File: src/rgc_pkg.sv
/*
  package of the ramp generator configuration register bank: offsets, field
  layouts, reset values, code tables and timing figures.
  assumes a 32-bit apb master on the same clock as the bank.
*/
package rgc_pkg;

  // ---------------------------------------------------------------
  // register offsets (byte addresses)
  // ---------------------------------------------------------------
  localparam logic [11:0] RGC_OFS_START_VOLTAGE_SELECT  = 12'h000;
  localparam logic [11:0] RGC_OFS_SLOPE_CURRENT_CONTROL = 12'h004;
  localparam logic [11:0] RGC_OFS_RISING_TIMING_SELECT  = 12'h008;
  localparam logic [11:0] RGC_OFS_STATUS                = 12'h00c;

  // ---------------------------------------------------------------
  // field layouts and reset values
  // ---------------------------------------------------------------
  localparam int          RGC_VSEL_W     = 4;
  localparam int          RGC_ISET_W     = 5;
  localparam int          RGC_RSRC_W     = 4;
  localparam int          RGC_SLOPE_W    = 5;
  localparam logic [3:0]  RGC_VSEL_RESET = 4'h0;
  localparam logic [4:0]  RGC_ISET_RESET = 5'h00;
  localparam logic [3:0]  RGC_RSRC_RESET = 4'h0;
  localparam int          RGC_STAT_VLD   = 0;
  localparam int          RGC_STAT_DISC  = 1;
  localparam int          RGC_STAT_PIN   = 2;

  // ---------------------------------------------------------------
  // start voltage codes
  // ---------------------------------------------------------------
  localparam logic [3:0]  RGC_VSEL_LAST_DIRECT = 4'h6;
  localparam logic [3:0]  RGC_VSEL_RESERVED_A  = 4'h7;
  localparam logic [3:0]  RGC_VSEL_SWITCHED_0  = 4'h8;
  localparam logic [3:0]  RGC_VSEL_SWITCHED_1  = 4'h9;

  // ---------------------------------------------------------------
  // current code table: 0.5 ua steps up to fh, 1 ua steps above
  // currents held in half microamperes; slope in 0.05 v/us units
  // ---------------------------------------------------------------
  localparam logic [4:0]  RGC_ISET_FINE_LAST = 5'h0f;
  localparam logic [5:0]  RGC_HALF_UA_BASE   = 6'h04;
  localparam logic [5:0]  RGC_HALF_UA_COARSE = 6'h14;
  localparam logic [5:0]  RGC_HALF_UA_MAX    = 6'h32;

  // ---------------------------------------------------------------
  // timing source code that selects the external pin
  // ---------------------------------------------------------------
  localparam logic [3:0]  RGC_RSRC_PIN = 4'h7;

  // ---------------------------------------------------------------
  // apb response timing
  // ---------------------------------------------------------------
  localparam int          RGC_CLK_MHZ    = 250;
  localparam int          RGC_WAIT_CYCLES = 0;

endpackage : rgc_pkg

File: src/rgc_ramp_generator_config_regs.sv
/*
  apb register bank of one ramp generator: start voltage select, slope
  current code and rising timing source select, with decoded outputs to the
  analog ramp circuitry.
  assumes apb signals come from logic on clk, but not the amplifier override level;
  the override level is treated as asynchronous and synchronised here.
*/
// The APB interface to the registers and the placing of the registers were decided locally.
// Function
// 4-bit start voltage code, reserved codes select nothing
// switched inputs open while amplifier override tristates; output opens three enabled clocks after it rises
// 5-bit current code, two step ranges
// slope follows current at 0.1 v/us per ua
// 4-bit rising timing source select field
// unimplemented upper bits read as zero
// all fields clear on every reset
// source code 0111 selects external pin input
// writes ignore upper bits, fields drive next cycle
module rgc_ramp_generator_config_regs
  import rgc_pkg::*;
(
  input  wire logic        clk,
  input  wire logic        rst,
  input  wire logic        ce,
  input  wire logic        psel,
  input  wire logic        penable,
  input  wire logic        pwrite,
  input  wire logic [11:0] paddr,
  input  wire logic [31:0] pwdata,
  input  wire logic [3:0]  pstrb,
  output logic      [31:0] prdata,
  output logic             pready,
  output logic             pslverr,
  input  wire logic        amp_override_tristate,
  output logic      [3:0]  start_voltage_code,
  output logic             start_voltage_valid,
  output logic             start_switch_closed,
  output logic      [4:0]  current_code,
  output logic      [5:0]  current_half_ua,
  output logic      [5:0]  slope_step,
  output logic      [3:0]  rising_source_code,
  output logic             rising_pin_selected
);

  // ---------------------------------------------------------------
  // stored fields
  // ---------------------------------------------------------------
  logic [3:0] start_voltage_select;
  logic [4:0] slope_current_control;
  logic [3:0] rising_timing_source_select;
  logic       ovr_meta;
  logic       ovr_sync;

  // ---------------------------------------------------------------
  // address decode
  // ---------------------------------------------------------------
  wire        setup_phase = psel & ~penable;
  wire        access      = psel & penable & pready;
  wire        hit_vsel    = (paddr == RGC_OFS_START_VOLTAGE_SELECT);
  wire        hit_iset    = (paddr == RGC_OFS_SLOPE_CURRENT_CONTROL);
  wire        hit_rsrc    = (paddr == RGC_OFS_RISING_TIMING_SELECT);
  wire        hit_stat    = (paddr == RGC_OFS_STATUS);
  wire        mapped      = hit_vsel | hit_iset | hit_rsrc | hit_stat;
  wire        bad_write   = hit_stat & pwrite;
  wire        wr_ok       = access & pwrite & mapped & ~bad_write & pstrb[0];
  wire        wr_vsel     = wr_ok & hit_vsel;
  wire        wr_iset     = wr_ok & hit_iset;
  wire        wr_rsrc     = wr_ok & hit_rsrc;

  // ---------------------------------------------------------------
  // decoded analog controls
  // ---------------------------------------------------------------
  wire        vsel_direct   = (start_voltage_select <= RGC_VSEL_LAST_DIRECT);
  wire        vsel_switched = (start_voltage_select == RGC_VSEL_SWITCHED_0) |
                              (start_voltage_select == RGC_VSEL_SWITCHED_1);
  wire        vsel_valid    = vsel_direct | vsel_switched;
  wire        switch_closed = vsel_switched & ~ovr_sync;
  wire        iset_fine     = (slope_current_control <= RGC_ISET_FINE_LAST);
  wire [5:0]  half_ua_fine  = RGC_HALF_UA_BASE + {1'b0, slope_current_control};
  wire [5:0]  half_ua_crs   = RGC_HALF_UA_COARSE +
                              {1'b0, slope_current_control[3:0], 1'b0};
  wire [5:0]  half_ua       = iset_fine ? half_ua_fine : half_ua_crs;
  wire        pin_sel       = (rising_timing_source_select == RGC_RSRC_PIN);
  wire [31:0] stat_word;
  assign stat_word[31:3]          = 29'h0;
  assign stat_word[RGC_STAT_VLD]  = vsel_valid;
  assign stat_word[RGC_STAT_DISC] = switch_closed;
  assign stat_word[RGC_STAT_PIN]  = pin_sel;

  // ---------------------------------------------------------------
  // read mux, upper bits zero
  // ---------------------------------------------------------------
  wire [31:0] rd_mux = hit_vsel ? {28'h0, start_voltage_select} :
                       hit_iset ? {27'h0, slope_current_control} :
                       hit_rsrc ? {28'h0, rising_timing_source_select} :
                       hit_stat ? stat_word : 32'h0;

  // ---------------------------------------------------------------
  // override synchroniser
  // ---------------------------------------------------------------
  always_ff @(posedge clk) begin
    if (rst) begin
      ovr_meta <= 1'b0;
      ovr_sync <= 1'b0;
    end else if (ce) begin
      ovr_meta <= amp_override_tristate;
      ovr_sync <= ovr_meta;
    end
  end

  // ---------------------------------------------------------------
  // registers
  // ---------------------------------------------------------------
  always_ff @(posedge clk) begin
    if (rst) begin
      start_voltage_select        <= RGC_VSEL_RESET;
      slope_current_control       <= RGC_ISET_RESET;
      rising_timing_source_select <= RGC_RSRC_RESET;
    end else if (ce) begin
      if (wr_vsel) start_voltage_select <= pwdata[RGC_VSEL_W-1:0];
      if (wr_iset) slope_current_control <= pwdata[RGC_ISET_W-1:0];
      if (wr_rsrc) rising_timing_source_select <= pwdata[RGC_RSRC_W-1:0];
    end
  end

  // ---------------------------------------------------------------
  // apb response: zero wait states
  // ---------------------------------------------------------------
  always_ff @(posedge clk) begin
    if (rst) begin
      pready  <= 1'b0;
      prdata  <= 32'h0;
      pslverr <= 1'b0;
    end else if (ce) begin
      pready  <= setup_phase;
      prdata  <= (setup_phase & ~pwrite) ? rd_mux : 32'h0;
      pslverr <= setup_phase & (~mapped | bad_write);
    end
  end

  // ---------------------------------------------------------------
  // registered analog outputs
  // ---------------------------------------------------------------
  always_ff @(posedge clk) begin
    if (rst) begin
      start_voltage_code  <= 4'h0;
      start_voltage_valid <= 1'b0;
      start_switch_closed <= 1'b0;
      current_code        <= 5'h00;
      current_half_ua     <= 6'h00;
      slope_step          <= 6'h00;
      rising_source_code  <= 4'h0;
      rising_pin_selected <= 1'b0;
    end else if (ce) begin
      start_voltage_code  <= vsel_valid ? start_voltage_select : 4'h0;
      start_voltage_valid <= vsel_valid;
      start_switch_closed <= switch_closed;
      current_code        <= slope_current_control;
      current_half_ua     <= half_ua;
      slope_step          <= half_ua;
      rising_source_code  <= rising_timing_source_select;
      rising_pin_selected <= pin_sel;
    end
  end

  // ---------------------------------------------------------------
  // assertions
  // ---------------------------------------------------------------
  AST_RESERVED_NONE: assert property (@(posedge clk) disable iff (rst)
    ce && (start_voltage_select == RGC_VSEL_RESERVED_A || start_voltage_select > RGC_VSEL_SWITCHED_1)
    |=> !start_voltage_valid && !start_switch_closed)
    else $error("reserved start code selected a source");

  AST_SWITCH_OPEN: assert property (@(posedge clk) disable iff (rst)
    ce && ovr_sync |=> !start_switch_closed)
    else $error("switched input closed during override");

  AST_CURRENT_RANGE: assert property (@(posedge clk) disable iff (rst)
    ce |=> current_half_ua <= RGC_HALF_UA_MAX &&
    (current_code != 5'h00 || current_half_ua == RGC_HALF_UA_BASE))
    else $error("current setting out of table");

  AST_CURRENT_TOP: assert property (@(posedge clk) disable iff (rst)
    ce && slope_current_control == 5'h1f |=> current_half_ua == RGC_HALF_UA_MAX)
    else $error("top current code wrong");

  AST_SLOPE_TRACKS: assert property (@(posedge clk) disable iff (rst)
    slope_step == current_half_ua)
    else $error("slope does not follow current");

  AST_WRITE_TAKES: assert property (@(posedge clk) disable iff (rst)
    ce && wr_rsrc ##1 ce |=> rising_source_code == $past(pwdata[3:0], 2))
    else $error("rising source write not presented");

  AST_UPPER_ZERO: assert property (@(posedge clk) disable iff (rst)
    pready && psel && !pwrite && !hit_stat |-> prdata[31:5] == 27'h0)
    else $error("upper bits read nonzero");

  AST_RESET_CLEAR: assert property (@(posedge clk)
    $past(rst) |-> start_voltage_select == 4'h0 && slope_current_control == 5'h00 &&
    rising_timing_source_select == 4'h0)
    else $error("fields not cleared by reset");

  AST_PIN_SELECT: assert property (@(posedge clk) disable iff (rst)
    ce && rising_timing_source_select == RGC_RSRC_PIN |=> rising_pin_selected)
    else $error("pin code did not select pin");

  AST_HOLD: assert property (@(posedge clk) disable iff (rst)
    ce && !wr_iset |=> $stable(slope_current_control))
    else $error("current code changed without write");

  // ---------------------------------------------------------------
  // start voltage and switch assertions
  // ---------------------------------------------------------------

  AST_START_CODE_MAP: assert property (@(posedge clk) disable iff (rst)
    ce && vsel_valid |=> start_voltage_valid && start_voltage_code == $past(start_voltage_select))
    else $error("valid start code not presented");

  AST_RESERVED_CODE_ZERO: assert property (@(posedge clk) disable iff (rst)
    ce && !vsel_valid |=> start_voltage_code == 4'h0)
    else $error("reserved start code presented");

  AST_SWITCH_CLOSE: assert property (@(posedge clk) disable iff (rst)
    ce && vsel_switched && !ovr_sync |=> start_switch_closed)
    else $error("switched input not closed");

  AST_DIRECT_OPEN: assert property (@(posedge clk) disable iff (rst)
    ce && !vsel_switched |=> !start_switch_closed)
    else $error("switch closed for direct source");

  // ---------------------------------------------------------------
  // current, slope and timing source assertions
  // ---------------------------------------------------------------

  AST_CURRENT_CODE_OUT: assert property (@(posedge clk) disable iff (rst)
    ce |=> current_code == $past(slope_current_control))
    else $error("current code not presented");

  AST_CURRENT_FLOOR: assert property (@(posedge clk) disable iff (rst)
    ce |=> current_half_ua >= RGC_HALF_UA_BASE)
    else $error("current below lowest setting");

  AST_SLOPE_BOTTOM: assert property (@(posedge clk) disable iff (rst)
    ce && slope_current_control == 5'h00 |=> slope_step == RGC_HALF_UA_BASE)
    else $error("lowest slope wrong");

  AST_RISING_CODE_OUT: assert property (@(posedge clk) disable iff (rst)
    ce |=> rising_source_code == $past(rising_timing_source_select))
    else $error("rising source code not presented");

  AST_PIN_ONLY: assert property (@(posedge clk) disable iff (rst)
    ce && rising_timing_source_select != RGC_RSRC_PIN |=> !rising_pin_selected)
    else $error("pin selected by other code");

  // ---------------------------------------------------------------
  // bus and register assertions
  // ---------------------------------------------------------------

  AST_READY_PULSE: assert property (@(posedge clk) disable iff (rst)
    ce && pready |=> !pready)
    else $error("ready held longer than one cycle");

  AST_MAPPED_OK: assert property (@(posedge clk) disable iff (rst)
    ce && setup_phase && mapped && !bad_write |=> pready && !pslverr)
    else $error("mapped transfer not answered cleanly");

  AST_UNMAPPED_ERR: assert property (@(posedge clk) disable iff (rst)
    ce && setup_phase && !mapped |=> pready && pslverr && prdata == 32'h0)
    else $error("unmapped transfer not refused");

  AST_STATUS_READONLY: assert property (@(posedge clk) disable iff (rst)
    ce && setup_phase && bad_write |=> pready && pslverr)
    else $error("status write not refused");

  AST_SELECT_UPPER_ZERO: assert property (@(posedge clk) disable iff (rst)
    pready && psel && penable && !pwrite && (hit_vsel || hit_rsrc)
    |-> prdata[31:4] == 28'h0)
    else $error("select register upper bits nonzero");

  AST_WRITE_VSEL: assert property (@(posedge clk) disable iff (rst)
    ce && wr_vsel |=> start_voltage_select == $past(pwdata[3:0]))
    else $error("start code write not taken");

  AST_WRITE_ISET: assert property (@(posedge clk) disable iff (rst)
    ce && wr_iset |=> slope_current_control == $past(pwdata[4:0]))
    else $error("current code write not taken");

  AST_HOLD_VSEL: assert property (@(posedge clk) disable iff (rst)
    ce && !wr_vsel |=> $stable(start_voltage_select))
    else $error("start code changed without write");

  AST_HOLD_RSRC: assert property (@(posedge clk) disable iff (rst)
    ce && !wr_rsrc |=> $stable(rising_timing_source_select))
    else $error("rising source changed without write");

  AST_FREEZE: assert property (@(posedge clk) disable iff (rst)
    !ce |=> $stable(start_voltage_code) && $stable(current_half_ua) &&
    $stable(rising_source_code) && $stable(pready) && $stable(start_switch_closed))
    else $error("state moved while clock enable low");

  AST_RESET_OUTPUTS: assert property (@(posedge clk)
    $past(rst) |-> start_voltage_code == 4'h0 && current_code == 5'h00 &&
    rising_source_code == 4'h0 && !rising_pin_selected && !pready)
    else $error("outputs not cleared by reset");

endmodule : rgc_ramp_generator_config_regs

File: config.mk
export PLATFORM = sky130hd
export DESIGN_NAME = rgc_ramp_generator_config_regs
export DESIGN_NICKNAME = d
export VERILOG_FILES = /design/src/rgc_pkg.sv /design/src/rgc_ramp_generator_config_regs.sv
export SDC_FILE = /design/constraint.sdc
export NUM_CORES = 1
export LEC_CHECK = 0
export ABC_AREA = 1
export BUFFER_PORTS_ARGS = -buffer_cell sky130_fd_sc_hd__buf_2
export CAP_MARGIN = 40
export CORE_UTILIZATION = 49
export DETAILED_ROUTE_END_ITERATION = 10
export HOLD_SLACK_MARGIN = 0.02
export PLACE_DENSITY = 0.85
export SYNTH_ARGS = -nofsm -noshare
export SYNTH_HDL_FRONTEND = slang
export SYNTH_SLANG_ARGS = --single-unit
File: constraint.sdc
create_clock -name clk -period 2.3 [get_ports clk]
set_input_delay 0.23 -clock clk [delete_from_list [all_inputs] [get_ports clk]]
set_output_delay 0.23 -clock clk [all_outputs]
set_load 0.005 [all_outputs]
* After elaboration in Yosys (flattened, before gate mapping)
Index checks and enable logic that the tools add are counted.
** Storage, ports and cells
- Register bits after elaboration :: 71
- Logic and storage cells :: 61
- Input bits :: 55
** Operators by class
- $add $sub $neg :: 2
- Magnitude comparators :: 2
- Bitwise gates (word level) :: 25
- Equality and inequality tests :: 6
- Reduce and logical (&&, ||, !) cells :: 4
- Multiplexer cells :: 7
** Operators by type and width (count)
- $eq A12 B4 Y1 const B :: 2
- $mux W5 :: 3
- $and A1 B1 Y1 :: 14
- $eq A12 B3 Y1 const B :: 1
- $logic_not A12 Y1 :: 1
- $eq A4 B4 Y1 const B :: 2
- $mux W4 :: 2
- $add A3 B5 Y6 const A :: 1
- $add A5 B5 Y6 const A :: 1
- $mux W6 :: 1
- $or A1 B1 Y1 :: 6
- $reduce_and A2 Y1 :: 3
- $le A5 B4 Y1 const B :: 1
- $not A1 Y1 :: 5
- $eq A4 B3 Y1 const B :: 1
- $le A4 B3 Y1 const B :: 1
- $mux W3 :: 1

* Longest topological paths before layout
Gate-level depths: netlist (run 1).
- Word-level depth :: 9
- Depth in mapped cells :: 10
- Mapped depth without buffers :: 10

* Least setup slack after synthesis (run 1)
OpenSTA, ideal clock, no wires.
- Path type :: reg-to-reg
- Start :: reg slope_current_control[1]
- End :: reg slope_step[3]
- Arrival time :: 1.143 ns
- Library setup time :: 0.116 ns
- Cell stages (with the launch flop) :: 9
- Slack :: 1.040 ns
- Path buffers :: 0
- Cells stage by stage :: dfxtp_1 > ha_1 > nand3_1 > nand2_1 > nand2_1 > inv_1 > o211ai_1 > o211ai_1 > inv_1
** Between the ends
- Cells in the longest elaborated chain, start to end :: 2
- Elaborated cells between the ends (all ways) :: 4
- Classes of those cells :: 2 x add/sub; 1 x order compare; 1 x mux
** Ends and longest elaborated chain
- from (decl) :: line rgc_ramp_generator_config_regs.sv:49 : logic [4:0] slope_current_control;
- from (signal assigned) :: line rgc_ramp_generator_config_regs.sv:121 : if (wr_iset) slope_current_control <= pwdata[RGC_ISET_W-1:0];
- $add A5 B5 Y6 (tied with other cells) :: line rgc_ramp_generator_config_regs.sv:80 : wire [5:0] half_ua_crs = RGC_HALF_UA_COARSE +
- $mux W6 (*) :: line rgc_ramp_generator_config_regs.sv:82 : wire [5:0] half_ua = iset_fine ? half_ua_fine : half_ua_crs;
- to (signal assigned) :: line rgc_ramp_generator_config_regs.sv:160 : slope_step <= half_ua;
- to (decl) :: line rgc_ramp_generator_config_regs.sv:40 : output logic [5:0] slope_step,
Mark *: on every way between the ends. The rest lies on a longest branch, timed or not.
A chain may end at the register's enable or synchronous reset.

* Worst setup path in the final report (run 1)
Ends and elaborated chain as after synthesis.

==> results of run 1 <==
## tightest hold or removal path, cell delays in order
cell,delay (ns)
buf_2,0.08
nor2_1,0.03
nor2_1,0.08
## per-stage QoR
stage | power [mW] | instance area (um^2)
3_3_place_gp | 0.9284 | 2477
5_1_grt | 1.561 | 2585
2_1_floorplan | 0.9156 | 2411
3_5_place_dp | 0.9324 | 2477
4_1_cts | 1.503 | 2585
6_report | 1.497 | 2585
## flip-flops by register name (all words and copies together) (netlist names), 4 cells and up
register / cells
slope_step: 6
current_code: 5
prdata: 5
slope_current_control: 5
rising_source_code: 4
rising_timing_source_select: 4
start_voltage_code: 4
start_voltage_select: 4
## final cells by class
type / count / area, um^2
Tap cell: 52 / 65.06
Clock inverter: 2 / 35.03
Multi-Input combinational cell: 230 / 1116
Fill cell: 421 / 1859
Clock buffer: 6 / 72.57
Sequential cell: 44 / 880.8
Timing Repair Buffer: 61 / 310.3
Inverter: 28 / 105.1
## cells in the final DEF (no fill, tap or decap), drive strengths merged
cell type / instances
nand2: 72
buf: 61
nor2: 47
dfxtp: 44
conb: 27
inv: 27
a21oi: 24
nand3: 22
o21ai: 14
o211ai: 6
clkbuf: 6
nand4: 5
a31oi: 3
ha: 3
nor3: 2
clkinv: 2
nand3b: 1
a211oi: 1
o211a: 1
o221ai: 1
a22oi: 1
bufinv: 1
## metal layers
| metal | vias up | routed length [um] |
|---|---|---|
| li1 | 1065 | - |
| met1 | 964 | 2355 |
| met2 | 102 | 2325 |
| met3 | 11 | 365 |
| met4 | 0 | 79 |
| met5 | - | 0 |
## power breakdown
| part | total, mW | leakage [nW] | internal, mW | switching (mW) |
|---|---|---|---|---|
| Clock | 0.581 | 0.0552 | 0.322 | 0.259 |
| Sequential | 0.787 | 0.358 | 0.778 | 0.00859 |
| Combinational | 0.129 | 0.951 | 0.0452 | 0.0842 |
## worst max path at each step
stage	cells past startpoint	startpoint	endpoint
2_1_floorplan	8	slope_current_control[1]	slope_step[3]
3_3_place_gp	8	paddr[11]	slope_current_control[2]
3_5_place_dp	8	paddr[11]	rising_timing_source_select[0]
4_1_cts	9	slope_current_control[1]	slope_step[3]
5_1_grt	9	slope_current_control[1]	slope_step[3]
6_report	9	slope_current_control[1]	slope_step[3]
## cell families (layout without fill, tap and decap cells)
kind of cell             Yosys count  after routing  synth area share, %
AO/OA/AOI/OAI                     51             51                12.44
AND/OR/NAND/NOR                  149            149                29.80
adder cells (fa/ha/maj)            3              3                1.623
other                              1             27               0.1621
flip-flops                        44             44                38.07
buffers and inverters             72             97                17.90
==> flow_summary_export.csv, run 1 <==
group,metric,value,unit
worst_setup_path,reg2reg_setup_slack,0.71,ns
drt,drt_wl_total,5125,um
logic_synthesis,synth_top_area_share,38.07,%
logic_synthesis,ys_top_cells_by_count,"nand2_1, dfxtp_1, nor2_1, buf_4, inv_1",
floorplan,dieArea,0.005000,mm^2
worst_setup_path,crit_path_max_incr_delay,0.44,ns
global_routing,antenna_found_initial,0,
global_routing,met3_usage,5.271,%
worst_hold_path,hold_end,"slope_current_control[4]",
worst_setup_path,critical_path.cell_chain,"ha_1, nand3_1, nand2_1, nand2_1, inv_1, nand2_1, o211ai_1, o211ai_1, inv_1",
worst_hold_path,holdPathStages,3,
floorplan,die_h,70.71,um
drt,drt-wirelength-per-cell,12.12,um
drt,postRouteAntennaNets,0,
worst_setup_path,reg2reg_to,"slope_step[3]",
worst_setup_path,r2r_start,"slope_current_control[1]",
placed_design,dp.cells,415,
drt,drt-vias-per-instance,5.064,
logic_synthesis,yosysWarnings,0,
timing,setup_tns,0,ns
floorplan,rows,24,
clocking,hold_buffers,0,
timing,post-route-period-util,69.08,%
logic_synthesis,ys_top_cells_by_area,"dfxtp_1, nand2_1, buf_4",
clocking,cts_made_buffers,5,
timing,hold_viol_final,0,
floorplan,ios,117,
pwr,power.leakage,1.364,nW
drt,dr_total_vias,2142,
cells_and_area,final_util,58.16,%
timing,worst_slack,0.7111,ns
logic_synthesis,yosys.cell_types.count,27,
logic_synthesis,netlist_area,0.002313,mm^2
floorplan,die_w,70.71,um
global_routing,grt_pass1_vias,1837,
cells_and_area,diodes,0,
floorplan,start_util,52.06,%
drt,drc,16,
worst_setup_path,cp.required,2.55,ns
cells_and_area,finalNonFillerCells,423,
status,status,"complete, but fails checks",
floorplan,core_region_area,0.004444,mm^2
worst_setup_path,reg2reg_depth,9,
logic_synthesis,syn-instance-count,320,
placed_design,gp_congestion,0.8759,
worst_setup_path,cp-end-kind,"flip-flop",
timing,finalClockSkew,0.006706,ns
worst_setup_path,crit_family,"simple AND/OR/NAND/NOR gates",
placed_design,dp_slack,0.7601,ns
timing,drv_slew,0,
clocking,clock_sinks,44,
pwr,ir_worst_vdd,0.0003807,V
worst_setup_path,path_max_fanout,6,
global_routing,grtUsageTotal,21.13,%
drt,first_pass_iters,9,
worst_setup_path,cp_common_cell,"nand2_1",
drt,drtIter0Drc,212,
logic_synthesis,async_reset_ff_share,0,%
placed_design,portBuffers,59,
timing,min_period,1.589,ns
logic_synthesis,ys_ff_latch,44,
worst_setup_path,start_kind,"flip-flop",
worst_setup_path,cp.arrival,1.84,ns
timing,slew_headroom,55.17,%
global_routing,top_usage_layer,"met2",
clocking,cts_root_buffer,"clkbuf_8",
timing,setup_viol,0,
clocking,clk_latency,0.30,ns
worst_setup_path,critPathKind,"flip-flop to flip-flop",
timing,rsz0062_at_grt,"false",
logic_synthesis,synth-edff-count,0,
clocking,cts_tree,"done",
status,violations,"DRC",
clocking,cts.clk_slew.worst_paths,0.08,ns
global_routing,grt_pass1_wl,8369,um
cells_and_area,area_growth,11.74,%
timing,whs,0.1646,ns
logic_synthesis,synth_seq_area_share,38.07,%
placed_design,place_hpwl,3697,um
global_routing,use_met1,28.38,%
worst_hold_path,hold_start,"pwdata[4]",
cells_and_area,layout.nets,428,
logic_synthesis,synthMostInstantiatedCell,"nand2_1",
logic_synthesis,synth_flop_cell,"dfxtp_1",
job,maxCapViolCount,0,
logic_synthesis,syn_avg_cell_area,7.230,um^2
cells_and_area,drive_gt1_share,20.75,%
clocking,post_cts.repair.setup_buffers,0,
worst_hold_path,hp-class,"input pin to flip-flop",
clocking,cts_resized,0,
clocking,clockBufferDepth,2,
worst_setup_path,cpMaxStageDelayCell,"dfxtp_1",
timing,max_freq,0.6294,GHz
timing,worst_pin_slew,0.6717,ns
global_routing,grtUsageMet2,33.01,%
pwr,power_density,579.3,mW/mm^2
global_routing,grt_max_degree,35,
clocking,htreeDepth,2,
global_routing,grt_overflow_total,0,
logic_synthesis,synth_largest_area_cell,"dfxtp_1",
worst_setup_path,path_buf_inv,2,
Power figures use the tool's default switching activity.
==> inputs of run 2 (changes only) <==
--- a/config.mk
+++ b/config.mk
@@ -8,10 +8,10 @@
 export ABC_AREA = 1
 export BUFFER_PORTS_ARGS = -buffer_cell sky130_fd_sc_hd__buf_2
 export CAP_MARGIN = 40
-export CORE_UTILIZATION = 49
+export CORE_UTILIZATION = 41
 export DETAILED_ROUTE_END_ITERATION = 10
 export HOLD_SLACK_MARGIN = 0.02
-export PLACE_DENSITY = 0.85
+export PLACE_DENSITY = 0.76
 export SYNTH_ARGS = -nofsm -noshare
 export SYNTH_HDL_FRONTEND = slang
 export SYNTH_SLANG_ARGS = --single-unit
==> constraint.sdc (replaced) <==
create_clock -name clk -period 1.4 [get_ports clk]
set_input_delay 0.14 -clock clk [delete_from_list [all_inputs] [get_ports clk]]
set_output_delay 0.14 -clock clk [all_outputs]
set_load 0.005 [all_outputs]
==> run 2 against run 1 <==
The run now ends clean. Maximum frequency up 19%. Routed wire length up 2.1%. Clock skew down 0.00099 ns. Core utilization down 6.5 points. Global-route usage down 3.1 points. Clock power up 42%. Sequential cell count unchanged. Worst setup slack worse by 0.65 ns. Non-clock buffer count up 10. Combinational power up 69%. Count of clock-buffer cells in the layout unchanged. Die area up 19%. Critical path type unchanged.
==> flow_summary_export.csv, run 2 (synthesis results as in run 1) <==
group,metric,value,unit
status,status,"completed",
global_routing,antenna_found_initial,0,
timing,worst_slack,0.06329,ns
cells_and_area,top_register,"slope_step",
cells_and_area,layout.nets,438,
floorplan,die_w,77.12,um
worst_setup_path,critPathKind,"flip-flop to flip-flop",
floorplan,dieArea,0.005947,mm^2
timing,setup_viol,0,
clocking,cts_made_buffers,5,
pwr,ir_worst_vdd,0.0003867,V
worst_setup_path,cp.arrival,1.52,ns
floorplan,rows,26,
timing,post-route-period-util,95.48,%
floorplan,ios,117,
placed_design,portBuffers,59,
clocking,cts_tree,"done",
placed_design,place_hpwl,3882,um
drt,dr_total_vias,2156,
global_routing,grt_pass1_vias,1837,
floorplan,die_h,77.12,um
pwr,power_density,855.7,mW/mm^2
worst_setup_path,reg2reg_to,"slope_step[2]",
worst_setup_path,critPathLaunch,"slope_current_control[2]",
timing,max_freq,0.7481,GHz
pwr,fin_total_pwr,2.332,mW
global_routing,grtUsageTotal,18.04,%
pwr,p_sw,0.5830,mW
clocking,clockBufferDepth,2,
timing,finalClockSkew,0.005717,ns
worst_setup_path,endpoint,"slope_step[2]",
pwr,p_seq_share,55.3,%
cells_and_area,layout_common_cells,"nand2_1, buf_2, nor2_1",
timing,drv_slew,0,
worst_setup_path,start_kind,"flip-flop",
pwr,combPwrFrac,9.4,%
cells_and_area,largest_register_ffs,6,
cells_and_area,final_common_cell,"nand2_1",
clocking,clock_sinks,44,
global_routing,grt_pass1_wl,8590,um
drt,drtIter0Drc,140,
placed_design,gp_congestion,0.8367,
clocking,cts.clk_slew.worst_paths,0.08,ns
drt,postRouteAntennaNets,0,
worst_setup_path,reg2reg_setup_slack,0.06,ns
global_routing,grt_overflow_total,0,
worst_setup_path,path_max_fanout,5,
drt,drt_wl_total,5235,um
timing,setup_tns,0,ns
clocking,cts_root_buffer,"clkbuf_8",
floorplan,start_util,43.90,%
job,maxCapViolCount,0,
clocking,clk_latency,0.30,ns
drt,first_pass_iters,4,
cells_and_area,final_area,0.002725,mm^2
worst_setup_path,cp-end-kind,"flip-flop",
pwr,p_sw_share,25.00,%
clocking,htreeDepth,2,
floorplan,core_region_area,0.005270,mm^2
worst_setup_path,r2r_start,"slope_current_control[2]",
placed_design,dp_slack,-0.02911,ns
placed_design,placed_area,0.002572,mm^2
drt,drt-wirelength-per-cell,11.61,um
cells_and_area,area_growth,17.79,%
timing,hold_viol_final,0,
pwr,power.leakage,1.406,nW
timing,min_period,1.337,ns
drt,drc,0,
worst_hold_path,hp-class,"input pin to flip-flop",
worst_setup_path,cp.required,1.58,ns
pwr,clockPowerShare,35.4,%
pwr,internal_power,1.749,mW
worst_setup_path,reg2reg_depth,8,
cells_and_area,diodes,0,
drt,drt-vias-per-instance,4.780,
global_routing,grt_max_degree,27,
cells_and_area,drive_gt1_share,25.46,%
-- run 2: what timing repair did --
item	in CTS	in global routing
resized for setup	2	12
pin swaps	0	5
endpoints found under the setup margin	1	2
hold buffers	0	0
buffers inserted	0	2
-- run 2: stage by stage --
| stage | hold slack (ns) | utilization (%) | instances |
|---|---|---|---|
| after global routing | 0.09630 | 51.71 | 451 |
| after global placement | 0.3715 | 48.81 | 441 |
| final | 0.06361 | 51.71 | 451 |
| after floorplan | 0.2749 | - | 346 |
| after CTS | 0.05503 | 50.62 | 449 |
| after detailed placement | 0.3743 | 48.81 | 441 |
-- run 2: per-layer routing --
metal	global-route usage, %	vias to the layer above	wire length, um
met5	0	-	0
met4	6.981	0	87
met3	3.571	10	309
met2	27.41	76	2275
met1	25.00	975	2563
li1	-	1095	-
-- run 2: area by class of cell --
cell class | count | area [um^2]
clock buffers | 6 | 82.58
clock inverters | 2 | 10.01
fillers | 520 | 2545
inverters | 28 | 105.1
multi-input cells | 230 | 1154
flip-flops and latches | 44 | 888.4
well taps | 70 | 87.58
repair buffers | 71 | 397.9
-- run 2: critical path, cell delays in order, from the launching register on --
cell and delay (ns):
dfxtp_4 0.40, ha_4 0.15, nand3_1 0.09, nand2_1 0.10, nand2_2 0.08, buf_4 0.13
buf_4 0.12, nand3_1 0.06, a31oi_1 0.08
-- run 2: power groups by stage --
stage	Combinational [mW]	Sequential, mW	Clock [mW]
3_3_place_gp	0.213	1.32	0
5_1_grt	0.249	1.29	0.926
4_1_cts	0.218	1.29	0.854
6_report	0.218	1.29	0.824
2_1_floorplan	0.180	1.32	0
3_5_place_dp	0.217	1.32	0
-- run 2: how the worst min path moves through the flow --
stage / from / end / slack (ns) / cells after the start
floorplan: amp_override_tristate / ovr_meta / 0.27 / 2
finish: amp_override_tristate / ovr_meta / 0.06 / 3
detailed placement: amp_override_tristate / ovr_meta / 0.37 / 3
global route: amp_override_tristate / ovr_meta / 0.1 / 3
CTS: amp_override_tristate / ovr_meta / 0.06 / 3
global placement: amp_override_tristate / ovr_meta / 0.37 / 3
